<file path="config.mk">
export PLATFORM = sky130hd
export DESIGN_NAME = udesu_top
export DESIGN_NICKNAME = d
export VERILOG_FILES = /design/src/udesu_pkg.sv /design/src/udesu_top.sv
export SDC_FILE = /design/constraint.sdc
export NUM_CORES = 1
export LEC_CHECK = 0
export ABC_AREA = 0
export BUFFER_PORTS_ARGS = -buffer_cell sky130_fd_sc_hd__buf_2
export CELL_PAD_IN_SITES_DETAIL_PLACEMENT = 1
export CELL_PAD_IN_SITES_GLOBAL_PLACEMENT = 2
export CORE_MARGIN = 2
export CORE_UTILIZATION = 25
export CTS_BUF_LIST = sky130_fd_sc_hd__clkbuf_2 sky130_fd_sc_hd__clkbuf_4 sky130_fd_sc_hd__clkbuf_8
export CTS_CLUSTER_DIAMETER = 50
export DETAILED_ROUTE_END_ITERATION = 12
export PLACE_DENSITY = 0.54
export SKIP_LAST_GASP = 1
export SLEW_MARGIN = 20
export SYNTH_ARGS = -nofsm -noshare
export SYNTH_HDL_FRONTEND = slang
export SYNTH_SLANG_ARGS = --single-unit
</file>
<file path="constraint.sdc">
create_clock -name CLK -period 5.05 [get_ports CLK]
set_clock_uncertainty 0.15 [all_clocks]
set_input_delay 1.01 -clock CLK [delete_from_list [all_inputs] [get_ports CLK]]
set_output_delay 1.01 -clock CLK [all_outputs]
set_load 0.05 [all_outputs]
</file>
<file path="src/udesu_pkg.sv">
package udesu_pkg;
   // command codes
   localparam logic [7:0] CMD_STATUS_FIRST = 8'ha0;
   localparam logic [7:0] CMD_STATUS_LAST = 8'haf;
   localparam logic [7:0] CMD_UNLOCK = 8'hb0;
   // guard key, high and low byte
   localparam logic [7:0] GUARD_KEY_HIGH_BYTE = 8'haa;
   localparam logic [7:0] GUARD_KEY_LOW_BYTE = 8'h37;
   localparam logic [15:0] GUARD_KEY = {GUARD_KEY_HIGH_BYTE, GUARD_KEY_LOW_BYTE};
   // endpoint_last_txn_status field positions
   localparam int MISSED_STATUS_FLAG_POS = 7;
   localparam int LAST_TOGGLE_BIT_POS = 6;
   localparam int FAULT_LSB_POS = 1;
   localparam int XFER_SUCCESS_FLAG_POS = 0;
   localparam logic [7:0] STATUS_RESET = 8'h00;
   localparam int NUM_EP = 16;
   // transaction fault codes
   localparam logic [3:0] FAULT_NONE = 4'h0;
   localparam logic [3:0] FAULT_PID_ENCODING = 4'h1;
   localparam logic [3:0] FAULT_PID_UNKNOWN = 4'h2;
   localparam logic [3:0] FAULT_UNEXPECTED_PACKET = 4'h3;
   localparam logic [3:0] FAULT_TOKEN_CRC = 4'h4;
   localparam logic [3:0] FAULT_DATA_CRC = 4'h5;
   localparam logic [3:0] FAULT_TIMEOUT = 4'h6;
   localparam logic [3:0] FAULT_BABBLE = 4'h7;
   localparam logic [3:0] FAULT_UNEXPECTED_EOP = 4'h8;
   localparam logic [3:0] FAULT_NAK = 4'h9;
   localparam logic [3:0] FAULT_STALL_SENT = 4'ha;
   localparam logic [3:0] FAULT_OVERFLOW = 4'hb;
   localparam logic [3:0] FAULT_ISO_EMPTY = 4'hc;
   localparam logic [3:0] FAULT_BIT_STUFF = 4'hd;
   localparam logic [3:0] FAULT_SYNC = 4'he;
   localparam logic [3:0] FAULT_WRONG_TOGGLE = 4'hf;

   typedef enum logic [1:0] {
      UDESU_IDLE,
      UDESU_STATUS_WAIT,
      UDESU_KEY_WAIT
   } udesu_phase_e;

   typedef struct packed {
      logic cmd_wr;
      logic data_wr;
      logic data_rd;
      logic [15:0] din;
   } udesu_cmd_s;

   typedef struct packed {
      logic valid;
      logic [3:0] ep;
      logic [3:0] fault;
      logic ok;
      logic toggle;
   } udesu_evt_s;

   typedef struct packed {
      udesu_phase_e phase;
      logic [3:0] ep;
      logic locked;
      logic [NUM_EP-1:0][7:0] stat;
      logic [NUM_EP-1:0] pend;
      logic [15:0] dout;
      logic dout_valid;
      logic drop;
      logic wr_ok;
      logic rd_ok;
   } udesu_state_s;
endpackage

</file>
<file path="src/udesu_top.sv">
`timescale 1ns/1ns
`default_nettype none

module udesu_top
   import udesu_pkg::*;
(
   // clock, reset, enable
   input wire logic CLK,
   input wire logic RST_N,
   input wire logic CE,
   // processor command and data port
   input wire udesu_pkg::udesu_cmd_s CMD,
   output logic [15:0] DOUT,
   output logic DOUT_VALID,
   // transaction results from the serial engine
   input wire udesu_pkg::udesu_evt_s EVT,
   output logic DROP_DATA,
   // suspend state and access permission
   input wire logic SUSPEND,
   output logic WR_ALLOW,
   output logic RD_ALLOW
);
   import udesu_pkg::*;

   udesu_state_s s_q;
   udesu_state_s s_d;
   logic [NUM_EP-1:0][7:0] stat_nx;
   logic [NUM_EP-1:0] pend_nx;
   logic status_read;
   logic cmd_is_status;

   // a read is only honoured while unlocked; a denied read clears nothing
   assign status_read = CMD.data_rd && s_q.phase == UDESU_STATUS_WAIT && !s_q.locked;
   assign cmd_is_status = CMD.din[7:0] >= CMD_STATUS_FIRST && CMD.din[7:0] <= CMD_STATUS_LAST;

   genvar g;
   generate
      for (g = 0; g < NUM_EP; g++) begin : g_ep
         logic hit;
         logic rd_hit;
         assign hit = EVT.valid && EVT.ep == 4'(g);
         assign rd_hit = status_read && s_q.ep == 4'(g);
         always_comb begin
            stat_nx[g] = s_q.stat[g];
            pend_nx[g] = s_q.pend[g];
            if (rd_hit) begin
               stat_nx[g][MISSED_STATUS_FLAG_POS] = 1'b0;
               pend_nx[g] = 1'b0;
            end
            // a new event beats a read in the same cycle, so nothing is lost
            if (hit) begin
               stat_nx[g][MISSED_STATUS_FLAG_POS] = s_q.pend[g] && !rd_hit;
               stat_nx[g][5] = 1'b0;
               stat_nx[g][FAULT_LSB_POS +: 4] = EVT.fault;
               stat_nx[g][XFER_SUCCESS_FLAG_POS] = EVT.ok;
               if (EVT.ok) begin
                  stat_nx[g][LAST_TOGGLE_BIT_POS] = EVT.toggle;
               end
               pend_nx[g] = 1'b1;
            end
         end
      end
   endgenerate

   always_comb begin
      s_d = s_q;
      s_d.stat = stat_nx;
      s_d.pend = pend_nx;
      s_d.dout_valid = 1'b0;
      s_d.drop = EVT.valid && EVT.fault == FAULT_WRONG_TOGGLE;
      if (SUSPEND) begin
         s_d.locked = 1'b1;
      end
      if (CMD.cmd_wr) begin
         s_d.phase = UDESU_IDLE;
         if (cmd_is_status) begin
            s_d.phase = UDESU_STATUS_WAIT;
            s_d.ep = CMD.din[3:0];
         end else if (CMD.din[7:0] == CMD_UNLOCK) begin
            s_d.phase = UDESU_KEY_WAIT;
         end
      end else begin
         case (s_q.phase)
            UDESU_STATUS_WAIT: begin
               if (CMD.data_rd) begin
                  s_d.phase = UDESU_IDLE;
                  s_d.dout_valid = 1'b1;
                  s_d.dout = 16'h0000;
                  if (status_read) begin
                     s_d.dout = {8'h00, s_q.stat[s_q.ep]};
                  end
               end
            end
            UDESU_KEY_WAIT: begin
               if (CMD.data_wr) begin
                  s_d.phase = UDESU_IDLE;
                  // the key cannot lift protection while still suspended
                  if (CMD.din == GUARD_KEY && !SUSPEND) begin
                     s_d.locked = 1'b0;
                  end // any other value leaves protection alone
               end
            end
            default: begin
            end
         endcase
      end
      s_d.wr_ok = !s_d.locked && !SUSPEND;
      s_d.rd_ok = !s_d.locked;
   end

   always_ff @(posedge CLK or negedge RST_N) begin
      if (!RST_N) begin
         s_q.phase <= UDESU_IDLE;
         s_q.ep <= 4'h0;
         s_q.locked <= 1'b0;
         s_q.stat <= {NUM_EP{STATUS_RESET}};
         s_q.pend <= '0;
         s_q.dout <= 16'h0000;
         s_q.dout_valid <= 1'b0;
         s_q.drop <= 1'b0;
         s_q.wr_ok <= 1'b1;
         s_q.rd_ok <= 1'b1;
      end else if (CE) begin
         s_q <= s_d;
      end
   end

   assign DOUT = s_q.dout;
   assign DOUT_VALID = s_q.dout_valid;
   assign DROP_DATA = s_q.drop;
   assign WR_ALLOW = s_q.wr_ok;
   assign RD_ALLOW = s_q.rd_ok;
endmodule

`default_nettype wire

</file>
== Word-level counts from Yosys, hierarchy flattened ==
Cells that the tools add are included.
Storage, ports and cells
  bits in registers: 147
  bits in latches: 0
  RAM bits: 0
  ROM bits: 0
  input bits: 34
  logic and storage cells: 337
  memories kept: 0
Operators by class
  $add $sub $neg: 0
  multiply operators: 0
  divide/modulo/power cells: 0
  order comparisons: 3
  eq/ne operators: 37
  shift operators: 0
  multiplexer cells: 81
  bitwise logic cells: 1
  reductions and logical operators: 143
Operators with widths (count)
  $mux 8: 18
  $eq 4x4->1 const B: 17
  $reduce_and 2->1: 32
  $mux 1: 56
  $logic_and 1x1->1: 54
  $reduce_and 3->1: 17
  $bmux 8 s4: 1
  $eq 4x3->1 const B: 8
  $reduce_bool 2->1: 16
  $logic_not 1->1: 19
  $eq 16x16->1 const B: 1
  $eq 4x2->1 const B: 4
  $mux 2: 5
  $eq 4x1->1 const B: 2
  $eq 8x8->1 const B: 1
  $ge 8x8->1 const B: 1
  $le 8x8->1 const B: 1
  $logic_not 4->1: 2
  $reduce_and 4->1: 2
  $ne 3x3->1 const B: 2
  $lt 4x5->1 const B: 1
  $pmux 2 s2: 1
  $reduce_bool 3->1: 1
  $eq 2x1->1 const B: 1
  2 further kinds: 2

== Longest topological paths before layout ==
Gate-level depths: netlist (run 1).
  depth in word-level cells: 8
  depth in mapped cells: 7
  depth with buffers taken out: 4

== Worst setup path before layout (run 1) ==
No wires, ideal clock.
  path kind: input port to flip-flop
  from: input port CE
  to: register s_q[74] in the netlist's numbering
  arrival: 2.329 ns
  path slack: 2.447 ns
  stages on the path: 6
  path through: buf_2 nand4b_2 or3_1 buf_2 nor2_1 mux2_2
On the way
  word-level cells in the longest chain between the ends: 1
Ends and longest elaborated chain
  from (decl): RTL line udesu_top.sv:10  | input wire logic CE,
  $reduce_and 3->1 (no source line)
  to (decl): RTL line udesu_top.sv:25  | udesu_state_s s_q;
No other way between the ends.
A chain may end at the register's enable or synchronous reset.

== Worst setup path after layout (run 1) ==
  from: register s_q[165] in the netlist's numbering
  to: register s_q (netlist bit DOUT[7])
On the way
  word-level cells in the longest chain between the ends: 3
Ends and longest elaborated chain
  $bmux 8 s4: RTL line udesu_top.sv:90  | s_d.dout = {8'h00, s_q.stat[s_q.ep]};
  $mux 8 (implied by the code): RTL line udesu_top.sv:90
  $mux 8: RTL line udesu_top.sv:89  | if (status_read) begin
No other way between the ends. The select of a mux whose other input is x is not followed.

==> summary.txt, run 1 <==
TritonCTS clock tree = yes
Mapped Cells = 573
Pwr Total = 3120 uW
Cell taking the most area after synthesis = dfrtp_1
Clock Sinks = 146
Diode count = 0
Syn_area_per_cell = 12.0 um^2
Number of hold violations in the final report = 0
Commonest non-fill, non-tap cell in the layout = dfrtp_1
Most frequent cells in the layout = dfrtp_1 (142), nand2_1 (86), mux2_2 (77)
CTS H-tree lvls = 4
Vias/cell = 4.89
DR DRC count = 0
Total CTS buffers = 17
Post-route setup TNS = 0 ns
Top_reg_cell synth = dfrtp_1
Final ANT Viol Nets = 0
Worst-path clk slew = 0.09 ns
Slowest Stage Delay on Critical Path = 0.70 ns
Layout area overhead = 12.6%
Setup Buffers After CTS = 0
Crit path required time = 5.23 ns
Hold WC Path Type = reg2reg
Wire length of the first global-routing pass = 32,000 um
Critical Path End Type = flip-flop
DRT Pass-1 Iters = 4
Slew @ Worst Pin = 0.844 ns
Worst Path Max Fanout = 21
Detailed Route WL = 20,800 um
Worst hold slack = 0.336 ns
FF+latch count, synth = 146
Antenna violations before repair = 0
Fin crit period = 2.74 ns
Pwr/cell area = 403 mW/mm^2
Top post-synthesis cells by area = dfrtp_1 (52%), mux2_2 (13%), mux4_2 (8.9%)
Port bufs = 44
RD Place Congestion = 0.736
Max Cap Violations = 0
CP Data Arrival Time = 2.92 ns
Status = completed
Slew headroom = 0.434
I/O pin count = 54
Fmax = 365 MHz
Site Rows = 60
Final #Nets = 633
Crit start category = flip-flop
Total number of vias = 4,661
Setup-failing EPs final = 0
Starting density of the core = 0.255
Filler-free cell count of the finished design = 953
Seq/Total Area, Yosys = 0.532
Share of cells above drive strength 1 = 0.328
Gr ovfl total = 0
Die X = 170 um
Post-DP HPWL = 14,100 um
EDFF count, synth = 0
Mapped Area = 0.00687 mm^2
CTS root buf = clkbuf_8
Top cell type's share of synthesized area = 0.525
Peak supply drop = 0.154 mV
Area of the die = 0.0288 mm^2
CP cell instances = buf_4 -> mux4_2 -> mux2_2 -> a22oi_1 -> o21ai_0
Max Slew Vio Count = 0
Largest net degree at the start of global routing = 81
Final period utilization = 0.543
Yosys cell types = 48
Vias in the first global route = 4,956
Synth Warn # = 0
Placed Cells = 921
CTS resizes = 0
CTS Buffer Depth = 2
LEAKAGE = 0.00341 uW
Setup Crit Path Kind = reg2reg
Clock latency on the worst-skew pair = 0.46 ns
Hold buffers post-CTS = 0
Post-synth ARST share = 1.00
DR iter-0 viols = 229
Gr usage total = 0.150
Vert. Die Dim = 170 um
CP max-delay cell = dfrtp_2
Core area = 0.0270 mm^2
RSZ-0062 raised after global routing = false
Routed len/inst = 21.8 um
-- sequential cells by signal (all words and copies together) (netlist names) --
register,flops
RD_ALLOW,1
DOUT,7
s_q,135
DROP_DATA,1
WR_ALLOW,1
DOUT_VALID,1
-- worst max-delay path, delay by kind of cell (launching register included) --
family          cells  cell delay, ns
compound gates      2            0.42
mux                 2            0.89
flops               1            0.70
buf+inv             1            0.44
-- Yosys cell counts (all sizes together) (5+ instances only) --
cell type	instances
nor2	17
mux4	27
nand3	5
dfrtp	144
o21ai	76
nand2	86
clkbuf	20
inv	6
mux2	77
buf	31
o211ai	12
nor2b	5
a22oi	12
-- per-stage QoR --
step | cell area (um^2) | utilization | worst slack, ns
after global placement | 7320 | 0.272 | 1.82
final | 7740 | 0.287 | 2.31
after detailed placement | 7320 | 0.272 | 1.83
after global routing | 7740 | 0.287 | 2.13
after CTS | 7730 | 0.287 | 2.18
after floorplan | 6900 | - | 2.45
-- cell families after synthesis --
family,share of synthesized area
and+or+nand+nor,0.106
other,0.000546
DFF,0.532
AOI/OAI and AO/OA,0.101
buffers and inverters,0.0441
muxes,0.216
-- report_power, final --
part | switching (uW) | internal [uW] | total (uW)
combinational | 320 | 291 | 611
sequential | 149 | 1380 | 1520
clock | 477 | 508 | 985
total | 947 | 2170 | 3120
-- path summary, 6_finish.rpt --
path,from,end,slack [ns],cells past startpoint
setup / recovery,s_q[165],DOUT[7],2.31,5
hold / removal,s_q[143],s_q[143],0.34,2
setup reg to reg,s_q[165],DOUT[7],2.31,5
hold reg to reg,s_q[143],s_q[143],0.34,2
max in group asynchronous,RST_N,s_q[138],3.27,2
min in group asynchronous,RST_N,s_q[125],0.44,1
-- metal layers --
layer	vias up	GRT usage	share of wire
li1	2099	-	-
met1	2480	0.205	0.47
met2	73	0.250	0.49
met3	9	0.0233	0.032
met4	0	0.0383	0.0086
met5	-	0	0
-- cell type report --
class                   instances  area [um^2]
well taps                     341          427
flip-flops and latches        146         3660
inverters                       7         26.3
fillers                      2904        19200
clock inverters                12          156
clock buffers                  20          256
repair buffers                 50          272
multi-input cells             377         2940
No activity file was read; power rests on OpenSTA's default activity.
==> run 2, diff against run 1 <==
clock period = 2.53 ns   (was 5.05 ns; I/O delays follow)
==> run 2 against run 1 <==
Net effect:
- clock power grew 110%
- maximum frequency increased by 20%
- largest cell class unchanged
- highest routed layer unchanged
- setup slack worse by 2.1 ns
- non-clock buffer count rose by 40
==> summary.txt, run 2 (synthesis results as in run 1) <==
Site Rows = 60 (unchanged)
Fmax = 437 MHz (+20%)
Clock Sinks = 146 (unchanged)
Hold_sp = CMD[3]
RSZ-0062 raised after global routing = false
Clock latency on the worst-skew pair = 0.44 ns (-0.02 ns)
LEAKAGE = 0.00363 uW (+6.4%)
R2R depth = 4 (-1)
Vert. Die Dim = 170 um (unchanged)
Routed len/inst = 21.1 um (-3.0%)
Slowest Stage Delay on Critical Path = 0.59 ns (-0.11 ns)
R2R Path End = s_q[43]
R2R setup slack = 0.24 ns (-2.07 ns)
Share of cells above drive strength 1 = 0.366 (+0.0372)
Final ANT Viol Nets = 0 (unchanged)
Starting density of the core = 0.255 (unchanged)
Filler-free cell count of the finished design = 992 (+4.1%)
Largest net degree at the start of global routing = 50 (-38%)
Worst-path clk slew = 0.08 ns (about the same)
Core area = 0.0270 mm^2 (unchanged)
Post-DP HPWL = 15,100 um (+7.0%)
Combinational power share = 0.204 (+0.008)
Area of the multi-input gates = 0.00294 mm^2 (unchanged)
Port bufs = 44 (unchanged)
Critical Path End Type = flip-flop
Commonest non-fill, non-tap cell in the layout = dfrtp_1
I/O pin count = 54 (unchanged)
Max Cap Violations = 0 (unchanged)
Diode count = 0 (unchanged)
Status = completed
Worst Path Buf+Inv = 1 (unchanged)
Worst Path Max Fanout = 14 (-33%)
Register area = 0.00366 mm^2 (about the same)
CP top delay family = flip-flops
Part of the power in registers = 0.476 (-0.012)
Most frequent cells in the layout = dfrtp_1 (143), nand2_1 (86), mux2_2 (77)
CTS H-tree lvls = 4 (unchanged)
Slew @ Worst Pin = 0.515 ns (-0.329 ns)
Total number of vias = 4,801 (+3.0%)
Antenna violations before repair = 0 (unchanged)
TritonCTS clock tree = yes
Clock power share = 0.320 (+0.004)
CTS root buf = clkbuf_8
Crit path required time = 2.68 ns (-2.55 ns)
CTS Buffer Depth = 2 (unchanged)
Peak supply drop = 0.300 mV (+95%)
DR DRC count = 0 (unchanged)
Setup-failing EPs final = 0 (unchanged)
Placed Cells = 960 (+4.2%)
Worst hold slack = 0.191 ns (-0.145 ns)
Vias in the first global route = 5,296 (+6.9%)
CP cell instances = buf_4 -> or3b_1 -> o311ai_0 -> o21ai_0
Setup WS pre-CTS = 0.183 ns (-1.65 ns)
Final period utilization = 0.905 (+0.362)
Setup Crit Path Kind = reg2reg
Post-route setup TNS = 0 ns (unchanged)
Number of hold violations in the final report = 0 (unchanged)
Detailed Route WL = 21,000 um (+0.95%)
CP Data Arrival Time = 2.44 ns (-0.48 ns)
Setup Buffers After CTS = 0 (unchanged)
Pwr/cell area = 780 mW/mm^2 (+93%)
RD Place Congestion = 0.770 (+4.7%)
Int Pwr = 4460 uW (+110%)
Hold Path Stages = 2 (unchanged)
Gr ovfl total = 0 (unchanged)
Area of the die = 0.0288 mm^2 (unchanged)
DRT Pass-1 Iters = 4 (unchanged)
DR iter-0 viols = 245 (+7.0%)
Fin crit period = 2.29 ns (-0.454 ns)
Worst R2R Start = s_q[165]
Wire length of the first global-routing pass = 33,100 um (+3.3%)
Final #Nets = 673 (+6.3%)
Die X = 170 um (unchanged)
Largest register FFs = 135 (unchanged)
Reg with most FFs = s_q
Vias/cell = 4.84 (-1.0%)
P_sw = 1850 uW (+96%)
Total CTS buffers = 17 (unchanged)
Switching part of the total = 0.293 (-0.0101)
Max Slew Vio Count = 0 (unchanged)
CP max-delay cell = dfrtp_2
Crit start category = flip-flop
FILL cells = 2,920 (+0.55%)
Worst hold endpoint = s_q[168]
Layout area overhead = 17.9%
Gr usage total = 0.154 (+0.00385)
Final worst-path setup slack = 0.240 ns (-2.07 ns)
Slew headroom = 0.656 (+0.221)
Hold WC Path Type = in2reg
[run 2: changes by cell type in the layout (fill, tap and decap cells not counted)]
cell / change
dlygate4sd3_1: +1
buf_4: +35
buf_12: +4
dfrtp_2: -1
clkinvlp_4: +1
bufinv_16: +1
clkinv_4: -1
dfrtp_1: +1
clkbuf_4: -2
[run 2: worst reg2reg max path, cell delays in order, from the launching register on]
cell      delay (ns)
dfrtp_2         0.59
buf_4           0.29
or3b_1          0.59
o311ai_0        0.37
o21ai_0         0.17
[run 2: area by class of cell]
| type | instances | area share |
|---|---|---|
| sequential | 146 | 0.451 |
| tap | 341 | 0.0527 |
| clock buffer | 18 | 0.0298 |
| multi-input combinational | 377 | 0.363 |
| inverter | 7 | 0.00324 |
| clock inverter | 13 | 0.0229 |
| timing repair buffer | 90 | 0.0771 |
[run 2: worst max-delay path by stage]
stage	endpoint	slack [ns]	start	depth (start not counted)
floorplan	s_q[74]	0.43	CE	6
global placement	DOUT[6]	0.12	CE	5
detailed placement	DOUT[6]	0.18	CE	5
CTS	s_q[43]	0.23	s_q[165]	4
global route	s_q[43]	0.07	s_q[165]	4
finish	s_q[43]	0.24	s_q[165]	4
[run 2: what timing repair did]
| item | in CTS | in global routing |
|---|---|---|
| resized for setup | 0 | 0 |
| endpoints found under the hold margin | 41 | 0 |
| hold buffers | 1 | 0 |
[run 2: power groups by stage]
stage          clock network, uW  logic (uW)  registers [uW]
6_report                    2020        1290            3000
5_1_grt                     2200        1420            3070
4_1_cts                     2090        1320            3010
3_5_place_dp                   0        1310            3050
3_3_place_gp                   0        1280            3030
2_1_floorplan                  0         929            2930
[run 2: metal layers]
metal  share of wire  vias to the layer above  GRT usage
met4           0.014                        0     0.0405
met2            0.50                       78      0.264
li1                -                     2189          -
met3           0.022                       13     0.0233
met1            0.47                     2521      0.204
met5               0                        -          0
[run 2: metrics by stage]
step / power, uW / instance area [um^2] / utilization
finish: 6320 / 8100 / 0.301
global route: 6690 / 8100 / 0.301
CTS: 6420 / 8100 / 0.301
detailed placement: 4360 / 7660 / 0.284
global placement: 4300 / 7660 / 0.284
floorplan: 3860 / 6900 / -
